File: config.mk
export PLATFORM = sky130hd
export DESIGN_NAME = scr_bank
export DESIGN_NICKNAME = d
export VERILOG_FILES = /design/src/scr_pkg.sv /design/src/scr_bank.sv /design/src/scr_cfg_word.sv
export SDC_FILE = /design/constraint.sdc
export NUM_CORES = 1
export LEC_CHECK = 0
export BUFFER_PORTS_ARGS = -buffer_cell sky130_fd_sc_hd__buf_2
export CAP_MARGIN = 20
export CORE_UTILIZATION = 40
export CTS_CLUSTER_SIZE = 30
export DETAILED_ROUTE_END_ITERATION = 7
export PLACE_DENSITY = 0.86
export SLEW_MARGIN = 25
export SYNTH_ARGS = -nofsm -noshare
export SYNTH_HDL_FRONTEND = slang
export SYNTH_SLANG_ARGS = --single-unit
File: constraint.sdc
create_clock -name clk_i -period 1.57 [get_ports clk_i]
set_input_delay 0.157 -clock clk_i [delete_from_list [all_inputs] [get_ports clk_i]]
set_output_delay 0.157 -clock clk_i [all_outputs]
set_load 0.01 [all_outputs]
File: src/scr_pkg.sv
// Constants, field layout and carrier types of the system configuration register bank.
// Assumes a classic Wishbone slave with 32-bit data, one register per aligned word.

package scr_pkg;

   // ------------------------------------------------------------------
   // Bus geometry and register placement
   // ------------------------------------------------------------------
   localparam int unsigned SCR_ADDR_W  = 8;
   localparam int unsigned SCR_REG_W   = 16;
   // Register indices; byte address is four times the index.
   localparam logic [5:0]  SCR_IDX_PROT = 6'h00;
   localparam logic [5:0]  SCR_IDX_IR   = 6'h02;
   localparam logic [5:0]  SCR_IDX_PIN  = 6'h04;

   // ------------------------------------------------------------------
   // Memory protection register
   // ------------------------------------------------------------------
   localparam int unsigned SCR_PROG_LOCK_BIT   = 0;
   localparam int unsigned SCR_DATA_LOCK_BIT   = 1;
   localparam logic [7:0]  SCR_KEY_READ        = 8'h96;
   localparam logic [7:0]  SCR_KEY_UNLOCK      = 8'hA5;
   localparam logic [15:0] SCR_PROT_MASK       = 16'h0003;
   localparam logic [15:0] SCR_PROT_RST_BASIC  = 16'h0003;
   localparam logic [15:0] SCR_PROT_RST_KEYED  = 16'h9603;

   // ------------------------------------------------------------------
   // Infrared and pin select registers
   // ------------------------------------------------------------------
   localparam int unsigned SCR_IR_FIELD_W      = 5;
   localparam logic [15:0] SCR_IR_MASK         = 16'h001F;
   localparam int unsigned SCR_LCD_BIT         = 12;
   localparam int unsigned SCR_ADC_NARROW      = 8;
   localparam logic [15:0] SCR_NARROW_SPARE    = 16'hFF00;
   localparam logic [15:0] SCR_ZERO16          = 16'h0000;

   // Field order matches bits 4 down to 0 of the infrared register.
   typedef struct packed {
      logic infrared_soft_bit;
      logic infrared_source_choice;
      logic infrared_modulation_kind;
      logic infrared_polarity_invert;
      logic infrared_function_on;
   } scr_ir_s;

   function automatic logic [15:0] scr_pin_mask(input int unsigned n, input bit lcd);
      logic [15:0] m;
      m = SCR_ZERO16;
      for (int i = 0; i < SCR_REG_W; i++) begin
         if (i < n) begin
            m[i] = 1'b1;
         end
      end
      if (lcd) begin
         m[SCR_LCD_BIT] = 1'b1;
      end
      if (n == SCR_ADC_NARROW) begin
         m = m | SCR_NARROW_SPARE;
      end
      return m;
   endfunction : scr_pin_mask

endpackage : scr_pkg

File: src/scr_bank.sv
// System configuration register bank: memory write locks, infrared setup, pin enables.
// Assumes a classic Wishbone master on clk_i and a memory controller on the same clock.
`timescale 1ns/100ps

module scr_bank #(
   parameter bit          KEYED      = 1'b1,
   parameter int unsigned ADC_INPUTS = 10,
   parameter bit          HAS_LCD    = 1'b1
) (
   input  wire logic                        clk_i,
   input  wire logic                        rst_i,
   input  wire logic                        wb_cyc_i,
   input  wire logic                        wb_stb_i,
   input  wire logic                        wb_we_i,
   input  wire logic [scr_pkg::SCR_ADDR_W-1:0] wb_adr_i,
   input  wire logic [3:0]                  wb_sel_i,
   input  wire logic [31:0]                 wb_dat_i,
   output logic      [31:0]                 wb_dat_o,
   output logic                             wb_ack_o,
   input  wire logic                        ir_hw_data_i,
   output scr_pkg::scr_ir_s                 ir_cfg_o,
   output logic                             ir_data_o,
   output logic      [ADC_INPUTS-1:0]       analog_input_pin_on_o,
   output logic                             lcd_supply_pins_on_o,
   output logic                             data_region_write_lock_o,
   output logic                             program_region_write_lock_o,
   input  wire logic                        nvm_wr_req_i,
   input  wire logic                        nvm_wr_data_region_i,
   output logic                             nvm_wr_grant_o
);

   // ------------------------------------------------------------------
   // Bus decode
   // ------------------------------------------------------------------
   localparam logic [15:0] PIN_MASK = scr_pkg::scr_pin_mask(ADC_INPUTS, HAS_LCD);

   function automatic logic scr_hit(input logic [scr_pkg::SCR_ADDR_W-1:0] adr,
                                    input logic [5:0] idx);
      return adr == {idx, 2'b00};
   endfunction : scr_hit

   logic        ack_reg;
   logic [31:0] rdata_reg;
   logic        req;
   logic        wr;
   logic        hit_prot;
   logic        hit_ir;
   logic        hit_pin;
   logic        key_ok;
   logic        prot_wr;
   logic [15:0] prot_q;
   logic [15:0] ir_q;
   logic [15:0] pin_q;
   logic [15:0] prot_rd;
   logic [31:0] rdata_next;
   logic        ir_src;
   logic        ir_data_reg;

   // A request is taken once; the registered ack closes it on the next edge.
   assign req      = wb_cyc_i & wb_stb_i & ~ack_reg;
   assign wr       = req & wb_we_i;
   assign hit_prot = scr_hit(wb_adr_i, scr_pkg::SCR_IDX_PROT);
   assign hit_ir   = scr_hit(wb_adr_i, scr_pkg::SCR_IDX_IR);
   assign hit_pin  = scr_hit(wb_adr_i, scr_pkg::SCR_IDX_PIN);

   always_ff @(posedge clk_i) begin
      if (rst_i) begin
         ack_reg <= 1'b0;
      end else begin
         ack_reg <= req;
      end
   end

   assign wb_ack_o = ack_reg;
   assign wb_dat_o = rdata_reg;

   // ------------------------------------------------------------------
   // Memory protection word
   // ------------------------------------------------------------------
   // The key must arrive in the same word write as the new lock bits, so
   // a lone low-byte write is refused in the keyed variant.
   assign key_ok  = wb_sel_i[1] & wb_sel_i[0] &
                    (wb_dat_i[15:8] == scr_pkg::SCR_KEY_UNLOCK);
   assign prot_wr = wr & hit_prot & (KEYED ? key_ok : wb_sel_i[0]);

   scr_cfg_word #(
      .RESET (scr_pkg::SCR_PROT_RST_BASIC),
      .WMASK (scr_pkg::SCR_PROT_MASK)
   ) u_prot (
      .clk_i   (clk_i),
      .rst_i   (rst_i),
      .wr_i    (prot_wr),
      .be_i    (wb_sel_i[1:0]),
      .wdata_i (wb_dat_i[15:0]),
      .q_o     (prot_q)
   );

   // The upper byte is never stored; it reads back as a constant.
   assign prot_rd = KEYED ? {scr_pkg::SCR_KEY_READ, prot_q[7:0]} : prot_q;

   assign data_region_write_lock_o    = prot_q[scr_pkg::SCR_DATA_LOCK_BIT];
   assign program_region_write_lock_o = prot_q[scr_pkg::SCR_PROG_LOCK_BIT];

   // Combinational so the memory controller sees the gate in the same cycle.
   assign nvm_wr_grant_o = nvm_wr_req_i &
                           ~(nvm_wr_data_region_i ? data_region_write_lock_o
                                                  : program_region_write_lock_o);

   // ------------------------------------------------------------------
   // Infrared word
   // ------------------------------------------------------------------
   scr_cfg_word #(
      .RESET (scr_pkg::SCR_ZERO16),
      .WMASK (scr_pkg::SCR_IR_MASK)
   ) u_ir (
      .clk_i   (clk_i),
      .rst_i   (rst_i),
      .wr_i    (wr & hit_ir),
      .be_i    (wb_sel_i[1:0]),
      .wdata_i (wb_dat_i[15:0]),
      .q_o     (ir_q)
   );

   assign ir_cfg_o = scr_pkg::scr_ir_s'(ir_q[scr_pkg::SCR_IR_FIELD_W-1:0]);

   assign ir_src = ir_cfg_o.infrared_source_choice ? ir_cfg_o.infrared_soft_bit
                                                   : ir_hw_data_i;

   // One register stage so the modulator sees a glitch-free data level.
   always_ff @(posedge clk_i) begin
      if (rst_i) begin
         ir_data_reg <= 1'b0;
      end else begin
         ir_data_reg <= ir_cfg_o.infrared_function_on &
                        (ir_src ^ ir_cfg_o.infrared_polarity_invert);
      end
   end

   assign ir_data_o = ir_data_reg;

   // ------------------------------------------------------------------
   // Analog and LCD pin select word
   // ------------------------------------------------------------------
   scr_cfg_word #(
      .RESET (scr_pkg::SCR_ZERO16),
      .WMASK (PIN_MASK)
   ) u_pin (
      .clk_i   (clk_i),
      .rst_i   (rst_i),
      .wr_i    (wr & hit_pin),
      .be_i    (wb_sel_i[1:0]),
      .wdata_i (wb_dat_i[15:0]),
      .q_o     (pin_q)
   );

   assign analog_input_pin_on_o = pin_q[ADC_INPUTS-1:0];
   assign lcd_supply_pins_on_o  = pin_q[scr_pkg::SCR_LCD_BIT];

   // ------------------------------------------------------------------
   // Read path
   // ------------------------------------------------------------------
   // Reserved bits are absent from the masks, so they read as zero, except pin word bits 15:8 when ADC_INPUTS is 8.
   always_comb begin
      rdata_next = 32'h0000_0000;
      if (hit_prot) begin
         rdata_next[15:0] = prot_rd;
      end else if (hit_ir) begin
         rdata_next[15:0] = ir_q;
      end else if (hit_pin) begin
         rdata_next[15:0] = pin_q;
      end
   end

   always_ff @(posedge clk_i) begin
      if (rst_i) begin
         rdata_reg <= 32'h0000_0000;
      end else if (req) begin
         rdata_reg <= wb_we_i ? 32'h0000_0000 : rdata_next;
      end
   end
endmodule : scr_bank

File: src/scr_cfg_word.sv
// One 16-bit configuration word with per-byte write enables and a mask of writable bits.
// Assumes the caller has already decoded address and access rights.
`timescale 1ns/100ps

module scr_cfg_word #(
   parameter logic [15:0] RESET = 16'h0000,
   parameter logic [15:0] WMASK = 16'hFFFF
) (
   input  wire logic        clk_i,
   input  wire logic        rst_i,
   input  wire logic        wr_i,
   input  wire logic [1:0]  be_i,
   input  wire logic [15:0] wdata_i,
   output logic      [15:0] q_o
);

   logic [15:0] lane_mask;

   // Bits outside the mask never leave their reset value.
   assign lane_mask = WMASK & {{8{be_i[1]}}, {8{be_i[0]}}};

   always_ff @(posedge clk_i) begin
      if (rst_i) begin
         q_o <= RESET & WMASK;
      end else if (wr_i) begin
         q_o <= (q_o & ~lane_mask) | (wdata_i & lane_mask);
      end
   end

endmodule : scr_cfg_word

==> impl_metrics.toml, run 1 <==
[finish]
nNetsFinal = 282
area_growth_syn_to_layout_pct = 28.26
multi_input_area_sq_um = 733.2
drive_above_1_share = 0.3609
post-route-util = 0.5511
fillers = 344
ff_latch_area_sq_um = 640.6
n_antenna_cell = 0

[route]
drtIter0Drc = 15
ant_nets = 0
routedWlPerCell_um = 11.72
drt_pass1_iterations = 4
vias = 1308
wirelength_mm = 3.236
via_per_inst = 4.739
route.detailed.drc = 0

[yosys]
syn_area_sq_um = 1479
yosysSeqAreaShare = 0.4332
synth_seq_cells = 32
synthTopCellsByArea = "dfxtp_1, mux2i_1, buf_4, nor2_1, and4b_1"
syn_area_per_cell_sq_um = 9.420
synth.distinct_cells = 27
synth_top_area_cell = "dfxtp_1"
synth_top_area_frac = 0.4332
ys.warnings.count = 0
synthCells = 157

[placement]
place_congestion = 0.7352
port_buffers = 67
place_hpwl_mm = 2.470

[clocking]
tritoncts.num_buffers = 5
root_buffer = "clkbuf_8"
cts_hold_buffers = 0
cts.path.max_buffers = 2
tritoncts = "done"
numClockSinks = 32
post_cts_resized = 1
post_cts_buffers = 0
path_clk_slew_ps = 60
clkLatencyLatePin_ps = 280
cts-htree-levels = 2

[setup_path]
reg2reg_slack_ps = 120
worstSetupEndpointType = "flip-flop"
worstSetupStartpointType = "flip-flop"
crit_buf_inv = 1
worstPathRequired_ps = 1740
critPathArrivalTime_ps = 1620
path_class = "reg2reg"
critPathMaxStageDelay_ps = 390
cp_max_fo = 8
path_delay_family = "simple AND/OR/NAND/NOR gates"
path_cells = "and3b_1 > and4_1 > buf_4 > mux2i_1 > nor2_1"
cpMaxStageDelayCell = "and3b_1"

[sta]
timing.final.hold_violations = 0
worstMarginPinSlew_ps = 521.9
final-setup-viol-count = 0
final_max_slew_viol_count = 0
timing.slew.headroom = 0.6517
hold-worst-slack_ps = 118.1
skew_ps = 5.390
setup_tns_ps = 0
finalCriticalPeriod_ps = 1453
max_freq_mhz = 688.1
rsz0062_at_grt = "no"
period_share = 0.9257

[grt]
grt_max_degree = 17
top_usage_layer = "met2"
first_global_vias = 1216
met3_usage = 0.05292
met1_usage = 0.1879
grt_overflow = 0
grt_pass1_wl_mm = 5.264
antenna_found_initial = 0
grt_util_met2 = 0.3043
grt_util_all_layers = 0.1727

[die]
start_util = 0.4297
row_count = 21
die_w_um = 62.81
die_h_um = 62.81
die-area_sq_um = 3944
ioPinCount = 105
core_area_sq_um = 3442

[worst_hold_path]
hold_class = "in2reg"

[power_and_ir_drop]
p_leak_nw = 1.001
peakVddDrop_uv = 497.6
cellPowerDensity_nw_per_um2 = 796.7
totalPowerFinal_mw = 1.511

[run_status]
status = "finished clean"

[flow_run]
cap_violations = 0
## cells in the mapped netlist
cell type / n
o21ai_0: 7
nand2_1: 9
clkbuf_1: 4
nor3_1: 2
nand4_1: 2
dfxtp_1: 32
a22o_1: 4
nor4_4: 1
conb_1: 1
and4b_1: 5
and4_1: 1
nand4_2: 1
buf_4: 20
a22oi_1: 3
nor3b_1: 1
a21oi_1: 2
o21ai_1: 1
nand3_1: 2
nor2b_1: 5
xor2_1: 1
buf_2: 2
and3b_1: 1
nor4bb_1: 1
or2_1: 1
and2_1: 1
nor2_1: 25
mux2i_1: 22
## routing by layer
layer | vias up | wire length, um
met4 | 0 | 30
met5 | - | 0
met1 | 603 | 1443
li1 | 646 | -
met3 | 3 | 205
met2 | 56 | 1557
## final cells by class
| class | count | area share |
|---|---|---|
| Clock inverter | 1 | 0.002639 |
| Sequential cell | 32 | 0.3377 |
| Multi-Input combinational cell | 117 | 0.3865 |
| Timing Repair Buffer | 74 | 0.2045 |
| Tap cell | 46 | 0.03034 |
| Clock buffer | 6 | 0.03826 |
## worst register-to-register path, cell delays in order, from the launching register on
cell and delay (ps):
dfxtp_1 310, and3b_1 390, and4_1 240, buf_4 160, mux2i_1 190, nor2_1 60
## per-stage QoR
| step | instances | worst slack, ps | area (sq um) |
|---|---|---|---|
| floorplan | 175 | 118.6 | 1546 |
| global route | 276 | 44.91 | 1897 |
| finish | 276 | 116.7 | 1897 |
| global placement | 269 | 60.19 | 1817 |
| detailed placement | 269 | 12.32 | 1817 |
| CTS | 276 | 136.2 | 1897 |
## report_power, final
part | leakage (nW) | total [mW] | switching [mW] | internal, mW
clock | 0.0410 | 0.566 | 0.266 | 0.300
combinational | 0.702 | 0.131 | 0.0801 | 0.0511
sequential | 0.258 | 0.814 | 0.000645 | 0.813
total | 1.00 | 1.51 | 0.347 | 1.16
## path summary, 6_finish.rpt
check / start / end / cells past startpoint
hold / removal: wb_dat_i[7] / flip-flop / 3
setup reg to reg: wb_ack_o / flip-flop / 5
hold reg to reg: wb_dat_o[3] / wb_dat_o[3] / 2
setup / recovery: wb_ack_o / flip-flop / 5
## cell families (layout without fill, tap and decap cells)
kind of cell    count (synthesis)  after routing  synth area share
xor+xnor                        1              1          0.005923
buf+inv                        26             81            0.1184
compound gates                 17             17           0.07275
mux                            22             22            0.1489
flops                          32             32            0.4332
simple gates                   58             58            0.2183
other cells                     1             19          0.002536
## cells in the final DEF (no fill, tap or decap), types with 2 or more instances in the layout
cell,count
nor3_1,2
nor2b_1,5
buf_2,67
mux2i_1,22
nor2_1,24
o21ai_0,7
buf_4,7
nand2_1,9
nand4_1,2
nand3_1,2
a22o_1,4
and4b_1,5
dfxtp_1,32
a21oi_1,2
a22oi_1,3
clkbuf_8,5
conb_1,19
Power figures use the tool's default switching activity.
==> run 2, diff against run 1 <==
--- a/config.mk
+++ b/config.mk
@@ -5,9 +5,10 @@
 export SDC_FILE = /design/constraint.sdc
 export NUM_CORES = 1
 export LEC_CHECK = 0
+export ABC_AREA = 1
 export BUFFER_PORTS_ARGS = -buffer_cell sky130_fd_sc_hd__buf_2
 export CAP_MARGIN = 20
-export CORE_UTILIZATION = 40
+export CORE_UTILIZATION = 42
 export CTS_CLUSTER_SIZE = 30
 export DETAILED_ROUTE_END_ITERATION = 7
 export PLACE_DENSITY = 0.86
==> run 2 against run 1 <==
Area after synthesis is 12% higher; clock skew down 2.3 ps; highest routed layer unchanged; maximum frequency rose by 15%; sequential power about the same; setup slack better by 190 ps; sequential share of layout area shrank 2.6 points; hold slack got worse by 20 ps; final cell count increased by 31%.
==> impl_metrics.toml, run 2 <==
[setup_path]
reg2reg_slack_ps = 310
critPathMaxStageDelay_ps = 330
path_class = "reg2reg"
reg2reg_from = "wb_ack_o"
cp_max_fo = 9
rr_worst_depth = 8
worstPathRequired_ps = 1740
cpMaxStageDelayCell = "dfxtp_1"
worstSetupStartpointType = "flip-flop"
crit_buf_inv = 2
critPathArrivalTime_ps = 1440
path_delay_family = "simple AND/OR/NAND/NOR gates"
path_cells = "inv_2 > nand3_4 > nor2_4 > nand2_4 > nor2_8 > inv_2 > nor2_1 > nor2_1"
worstSetupEndpointType = "flip-flop"

[sta]
setup_tns_ps = 0
skew_ps = 3.058
rsz0062_at_grt = "no"
final_max_slew_viol_count = 0
max_freq_mhz = 791.8
finalCriticalPeriod_ps = 1263
final-setup-viol-count = 0
period_share = 0.8044
timing.final.hold_violations = 0

[clocking]
post_cts_resized = 0
cts-htree-levels = 2
tritoncts.num_buffers = 5
path_clk_slew_ps = 60
root_buffer = "clkbuf_8"
tritoncts = "done"
clkLatencyLatePin_ps = 280
post_cts_buffers = 0
numClockSinks = 32
cts.path.max_buffers = 2
cts_hold_buffers = 0

[route]
drtIter0Drc = 54
drt_pass1_iterations = 4
routedWlPerCell_um = 10.27
vias = 1647
via_per_inst = 4.550
ant_nets = 0
route.detailed.drc = 0
wirelength_mm = 3.716

[yosys]
synth_top_area_cell = "dfxtp_1"
yosysSeqAreaShare = 0.3855
ys.warnings.count = 0
yosysMostFrequentCell = "nand2_1"
synth.distinct_cells = 22
synthTopCellsByArea = "dfxtp_1, nand2_1, nor2_1, buf_4, nand3_1"
synth_top_area_frac = 0.3855
synthCells = 243
syn_area_per_cell_sq_um = 6.838
synthFlopType = "dfxtp_1"
syn_area_sq_um = 1662
synthArstFlopShare = 0
synth_seq_cells = 32
ys_top_cells_by_count = "nand2_1, nor2_1, dfxtp_1, buf_4, inv_1"
synth_edf_count = 0

[power_and_ir_drop]
pwr-share-comb = 0.094
switching_share = 0.2439
peakVddDrop_uv = 593.4
p_int_mw = 1.164
p_leak_nw = 1.134
cellPowerDensity_nw_per_um2 = 749.0
pwr-share-seq = 0.529
pwr-share-clk = 0.377
p_switching_mw = 0.3756

[finish]
multi_input_area_sq_um = 837.1
fin_area_sq_um = 2056
fillers = 397
n_antenna_cell = 0
layout_common_cells = "buf_2, nand2_1, nor2_1"
final_common_cell = "buf_2"
ff_latch_area_sq_um = 640.6
area_growth_syn_to_layout_pct = 23.72
nNetsFinal = 366
drive_above_1_share = 0.2898

[grt]
first_global_vias = 1394
grt_pass1_wl_mm = 5.947
grt_max_degree = 20
grt_overflow = 0
grt_util_all_layers = 0.1855
antenna_found_initial = 0

[flow_run]
cap_violations = 0

[placement]
place_hpwl_mm = 2.886
port_buffers = 67
post_dp_cell_area_sq_um = 1978
place_congestion = 0.7700

[die]
die-area_sq_um = 4212
start_util = 0.4471
die_w_um = 64.90
row_count = 22
ioPinCount = 105
core_area_sq_um = 3716
die_h_um = 64.90

[worst_hold_path]
hold_class = "in2reg"
hp-start = "wb_dat_i[7]"
holdPathStages = 3

[run_status]
status = "finished clean"
-- run 2: cell types whose count changed after synthesis, sizes merged, moves of 3 or more --
cell,delta
a22o,-4
a22oi,-3
nand3,+15
inv,+23
o21ai,+6
mux2i,-22
nor2,+25
a21oi,+12
nand2,+51
nor3,+4
and4b,-5
nor2b,-5
-- run 2: kinds of logic (layout without fill, tap and decap cells) --
| group | count (synthesis) | count (layout) | synth area share |
|---|---|---|---|
| flops | 32 | 32 | 0.3855 |
| simple gates | 134 | 134 | 0.3720 |
| other cells | 1 | 19 | 0.002257 |
| compound gates | 29 | 29 | 0.08885 |
| buf+inv | 47 | 100 | 0.1513 |
-- run 2: final cells by class --
type	count	share of cell area
Clock buffer	6	0.03530
Clock inverter	1	0.002435
Inverter	24	0.04382
Multi-Input combinational cell	182	0.4072
Sequential cell	32	0.3116
Tap cell	48	0.02921
Timing Repair Buffer	69	0.1704
-- run 2: metrics by stage --
| stage | hold slack [ps] | power, mW | worst slack [ps] | util | instances |
|---|---|---|---|---|---|
| 2_1_floorplan | 226.1 | 0.9434 | 407.1 | - | 261 |
| 3_3_place_gp | 379.3 | 0.9741 | 299.1 | 0.5323 | 355 |
| 3_5_place_dp | 383.3 | 0.9763 | 274.6 | 0.5323 | 355 |
| 4_1_cts | 93.40 | 1.553 | 289.2 | 0.5532 | 362 |
| 5_1_grt | 116.5 | 1.620 | 157.9 | 0.5532 | 362 |
| 6_report | 97.65 | 1.540 | 307.0 | 0.5532 | 362 |
-- run 2: how the worst max path moves through the flow --
stage | from | to | cells after the start
2_1_floorplan | wb_ack_o | flip-flop | 8
3_3_place_gp | wb_adr_i[5] | flip-flop | 9
3_5_place_dp | wb_adr_i[5] | flip-flop | 9
4_1_cts | wb_ack_o | flip-flop | 8
5_1_grt | wb_ack_o | flip-flop | 8
6_report | wb_ack_o | flip-flop | 8
-- run 2: layer usage --
metal,GRT usage,share of wire,up-vias
li1,-,-,862
met1,0.2101,0.43,716
met2,0.3216,0.48,63
met3,0.05986,0.080,6
met4,0.06667,0.015,0
met5,0,0,-
-- run 2: power groups by stage --
stage	clock, mW	sequential (mW)	combinational, mW
after floorplan	0	0.833	0.111
after global placement	0	0.832	0.142
after detailed placement	0	0.832	0.144
after CTS	0.594	0.814	0.145
after global routing	0.647	0.813	0.160
final	0.581	0.814	0.145
-- run 2: worst min-delay path, delay by kind of cell --
| kind | cells | cell delay (ps) |
|---|---|---|
| and+or+nand+nor | 2 | 110 |
| buffers and inverters | 1 | 70 |
==> run 3, diff against run 2 <==
==> constraint.sdc (replaced) <==
create_clock -name clk_i -period 1.3 [get_ports clk_i]
set_input_delay 0.13 -clock clk_i [delete_from_list [all_inputs] [get_ports clk_i]]
set_output_delay 0.13 -clock clk_i [all_outputs]
set_load 0.01 [all_outputs]
==> run 3 against run 2 <==
Register-to-register slack got worse by 250 ps; first-iteration DRC count increased by 5.6%; sequential power rose by 21%; largest cell class unchanged; highest routed layer unchanged; clock power is 61% higher; global-route usage rose by 0.59 points.
==> impl_metrics.toml, run 3 (same netlist as run 2, synthesis figures left out) <==
[run_status]
status = "finished clean"

[route]
ant_nets = 0
wirelength_mm = 3.823
via_per_inst = 4.635
route.detailed.drc = 0
drt_pass1_iterations = 4
routedWlPerCell_um = 10.33
drtIter0Drc = 57
vias = 1715

[die]
ioPinCount = 105
die_h_um = 64.90
core_area_sq_um = 3716
die_w_um = 64.90
row_count = 22
die-area_sq_um = 4212
start_util = 0.4471

[clocking]
path_clk_slew_ps = 70
cts-htree-levels = 2
root_buffer = "clkbuf_8"
tritoncts = "done"
tritoncts.num_buffers = 5
clkLatencyLatePin_ps = 290
numClockSinks = 32
cts.path.max_buffers = 2

[setup_path]
path_cells = "inv_2 > nand3_4 > nor2_4 > nand2_4 > buf_6 > nor2_4 > o21ai_0 > nor2_1"
rr_worst_depth = 8
worstSetupStartpointType = "flip-flop"
reg2reg_slack_ps = 60
cpMaxStageDelayCell = "dfxtp_2"
worstSetupEndpointType = "flip-flop"
crit_buf_inv = 2
worstPathRequired_ps = 1530
critPathMaxStageDelay_ps = 330
path_delay_family = "simple AND/OR/NAND/NOR gates"
critPathArrivalTime_ps = 1470
cp_max_fo = 6
reg2reg_from = "wb_ack_o"
crit_top_cell = "nor2_4"
path_class = "reg2reg"

[placement]
place_hpwl_mm = 3.034
post_dp_cell_area_sq_um = 2001
pre_cts_slack_ps = 69.88
dp.cells = 358
place_congestion = 0.7640
port_buffers = 67

[sta]
timing.final.hold_violations = 0
period_share = 0.9572
final-setup-viol-count = 0
finalCriticalPeriod_ps = 1244
rsz0062_at_grt = "yes"
setup_slack_ps = 55.65
max_freq_mhz = 803.6
skew_ps = 5.648
final_max_slew_viol_count = 0

[worst_hold_path]
hold_class = "in2reg"
holdPathStages = 3
hp-start = "wb_dat_i[6]"

[grt]
grt_overflow = 0
grt_util_all_layers = 0.1913
first_global_vias = 1465
antenna_found_initial = 0
grt_max_degree = 20
grt_pass1_wl_mm = 6.120

[finish]
nNetsFinal = 373
post-route-util = 0.5801
final_common_cell = "buf_2"
n_antenna_cell = 0
area_growth_syn_to_layout_pct = 29.74
instances_no_fill = 370
fin_area_sq_um = 2156
layout_common_cells = "buf_2, nand2_1, nor2_1"
drive_above_1_share = 0.3106

[power_and_ir_drop]
pwr-share-seq = 0.467
pwr-share-clk = 0.445
pwr-share-comb = 0.088
p_int_mw = 1.619
switching_share = 0.2311
peakVddDrop_uv = 536.3
p_leak_nw = 1.184
p_switching_mw = 0.4864
cellPowerDensity_nw_per_um2 = 976.5

[flow_run]
cap_violations = 0
[run 3: cell count changes in the layout (fill, tap and decap cells not counted)]
cell / change
buf_4: +5
o21ai_0: -2
o21ai_1: +2
buf_12: +1
buf_6: +1
bufinv_16: +1
dfxtp_1: -1
dfxtp_2: +1
[run 3: worst register-to-register path, stage by stage (launching register included)]
cell and delay, ps:
dfxtp_2 330, inv_2 60, nand3_4 90, nor2_4 150, nand2_4 90, buf_6 140, nor2_4 140, o21ai_0 90
nor2_1 100
[run 3: final cells by class]
| cell class | instances | area, sq um |
|---|---|---|
| clock buffer | 6 | 72.57 |
| clock inverter | 2 | 35.03 |
| fill | 383 | 1560 |
| inverter | 24 | 90.09 |
| multi-input combinational | 182 | 837.1 |
| sequential | 32 | 641.9 |
| tap | 48 | 60.06 |
| timing repair buffer | 76 | 419.2 |
[run 3: worst max path at each step]
stage,start,endpoint,slack (ps),cells after the start
final,wb_ack_o,flip-flop,60,8
after floorplan,wb_ack_o,flip-flop,140,8
after CTS,wb_ack_o,flip-flop,50,8
after global routing,wb_ack_o,flip-flop,-50,8
after global placement,wb_ack_o,flip-flop,100,8
after detailed placement,wb_ack_o,flip-flop,70,8
[run 3: layer usage]
metal  up-vias  part of all wire  GRT usage  wire [um]
met2        65              0.50     0.3411       1895
li1        876                 -          -          -
met3         6             0.068    0.05458        259
met1       768              0.42     0.2142       1612
met5         -                 0          0          0
met4         0             0.015    0.06667         56
[run 3: timing repair]
action,4_1_cts,5_1_grt
hold buffers,0,0
endpoints found under the setup margin,0,18
resized for setup,0,4
buffers inserted,0,4
endpoints found under the hold margin,0,0
[run 3: per-stage QoR]
step | setup TNS (ps) | hold WS, ps | total power [mW]
global route | -227.3 | 87.29 | 2.193
floorplan | 0 | 199.1 | 1.139
CTS | 0 | 60.00 | 2.119
finish | 0 | 65.73 | 2.105
detailed placement | 0 | 360.0 | 1.183
global placement | 0 | 354.6 | 1.180
[run 3: power by group through the flow]
| stage | clock network (mW) | registers, mW | logic, mW |
|---|---|---|---|
| floorplan | 0 | 1.01 | 0.134 |
| global placement | 0 | 1.00 | 0.175 |
| detailed placement | 0 | 1.00 | 0.178 |
| CTS | 0.957 | 0.983 | 0.179 |
| global route | 1.01 | 0.982 | 0.204 |
| finish | 0.937 | 0.983 | 0.185 |
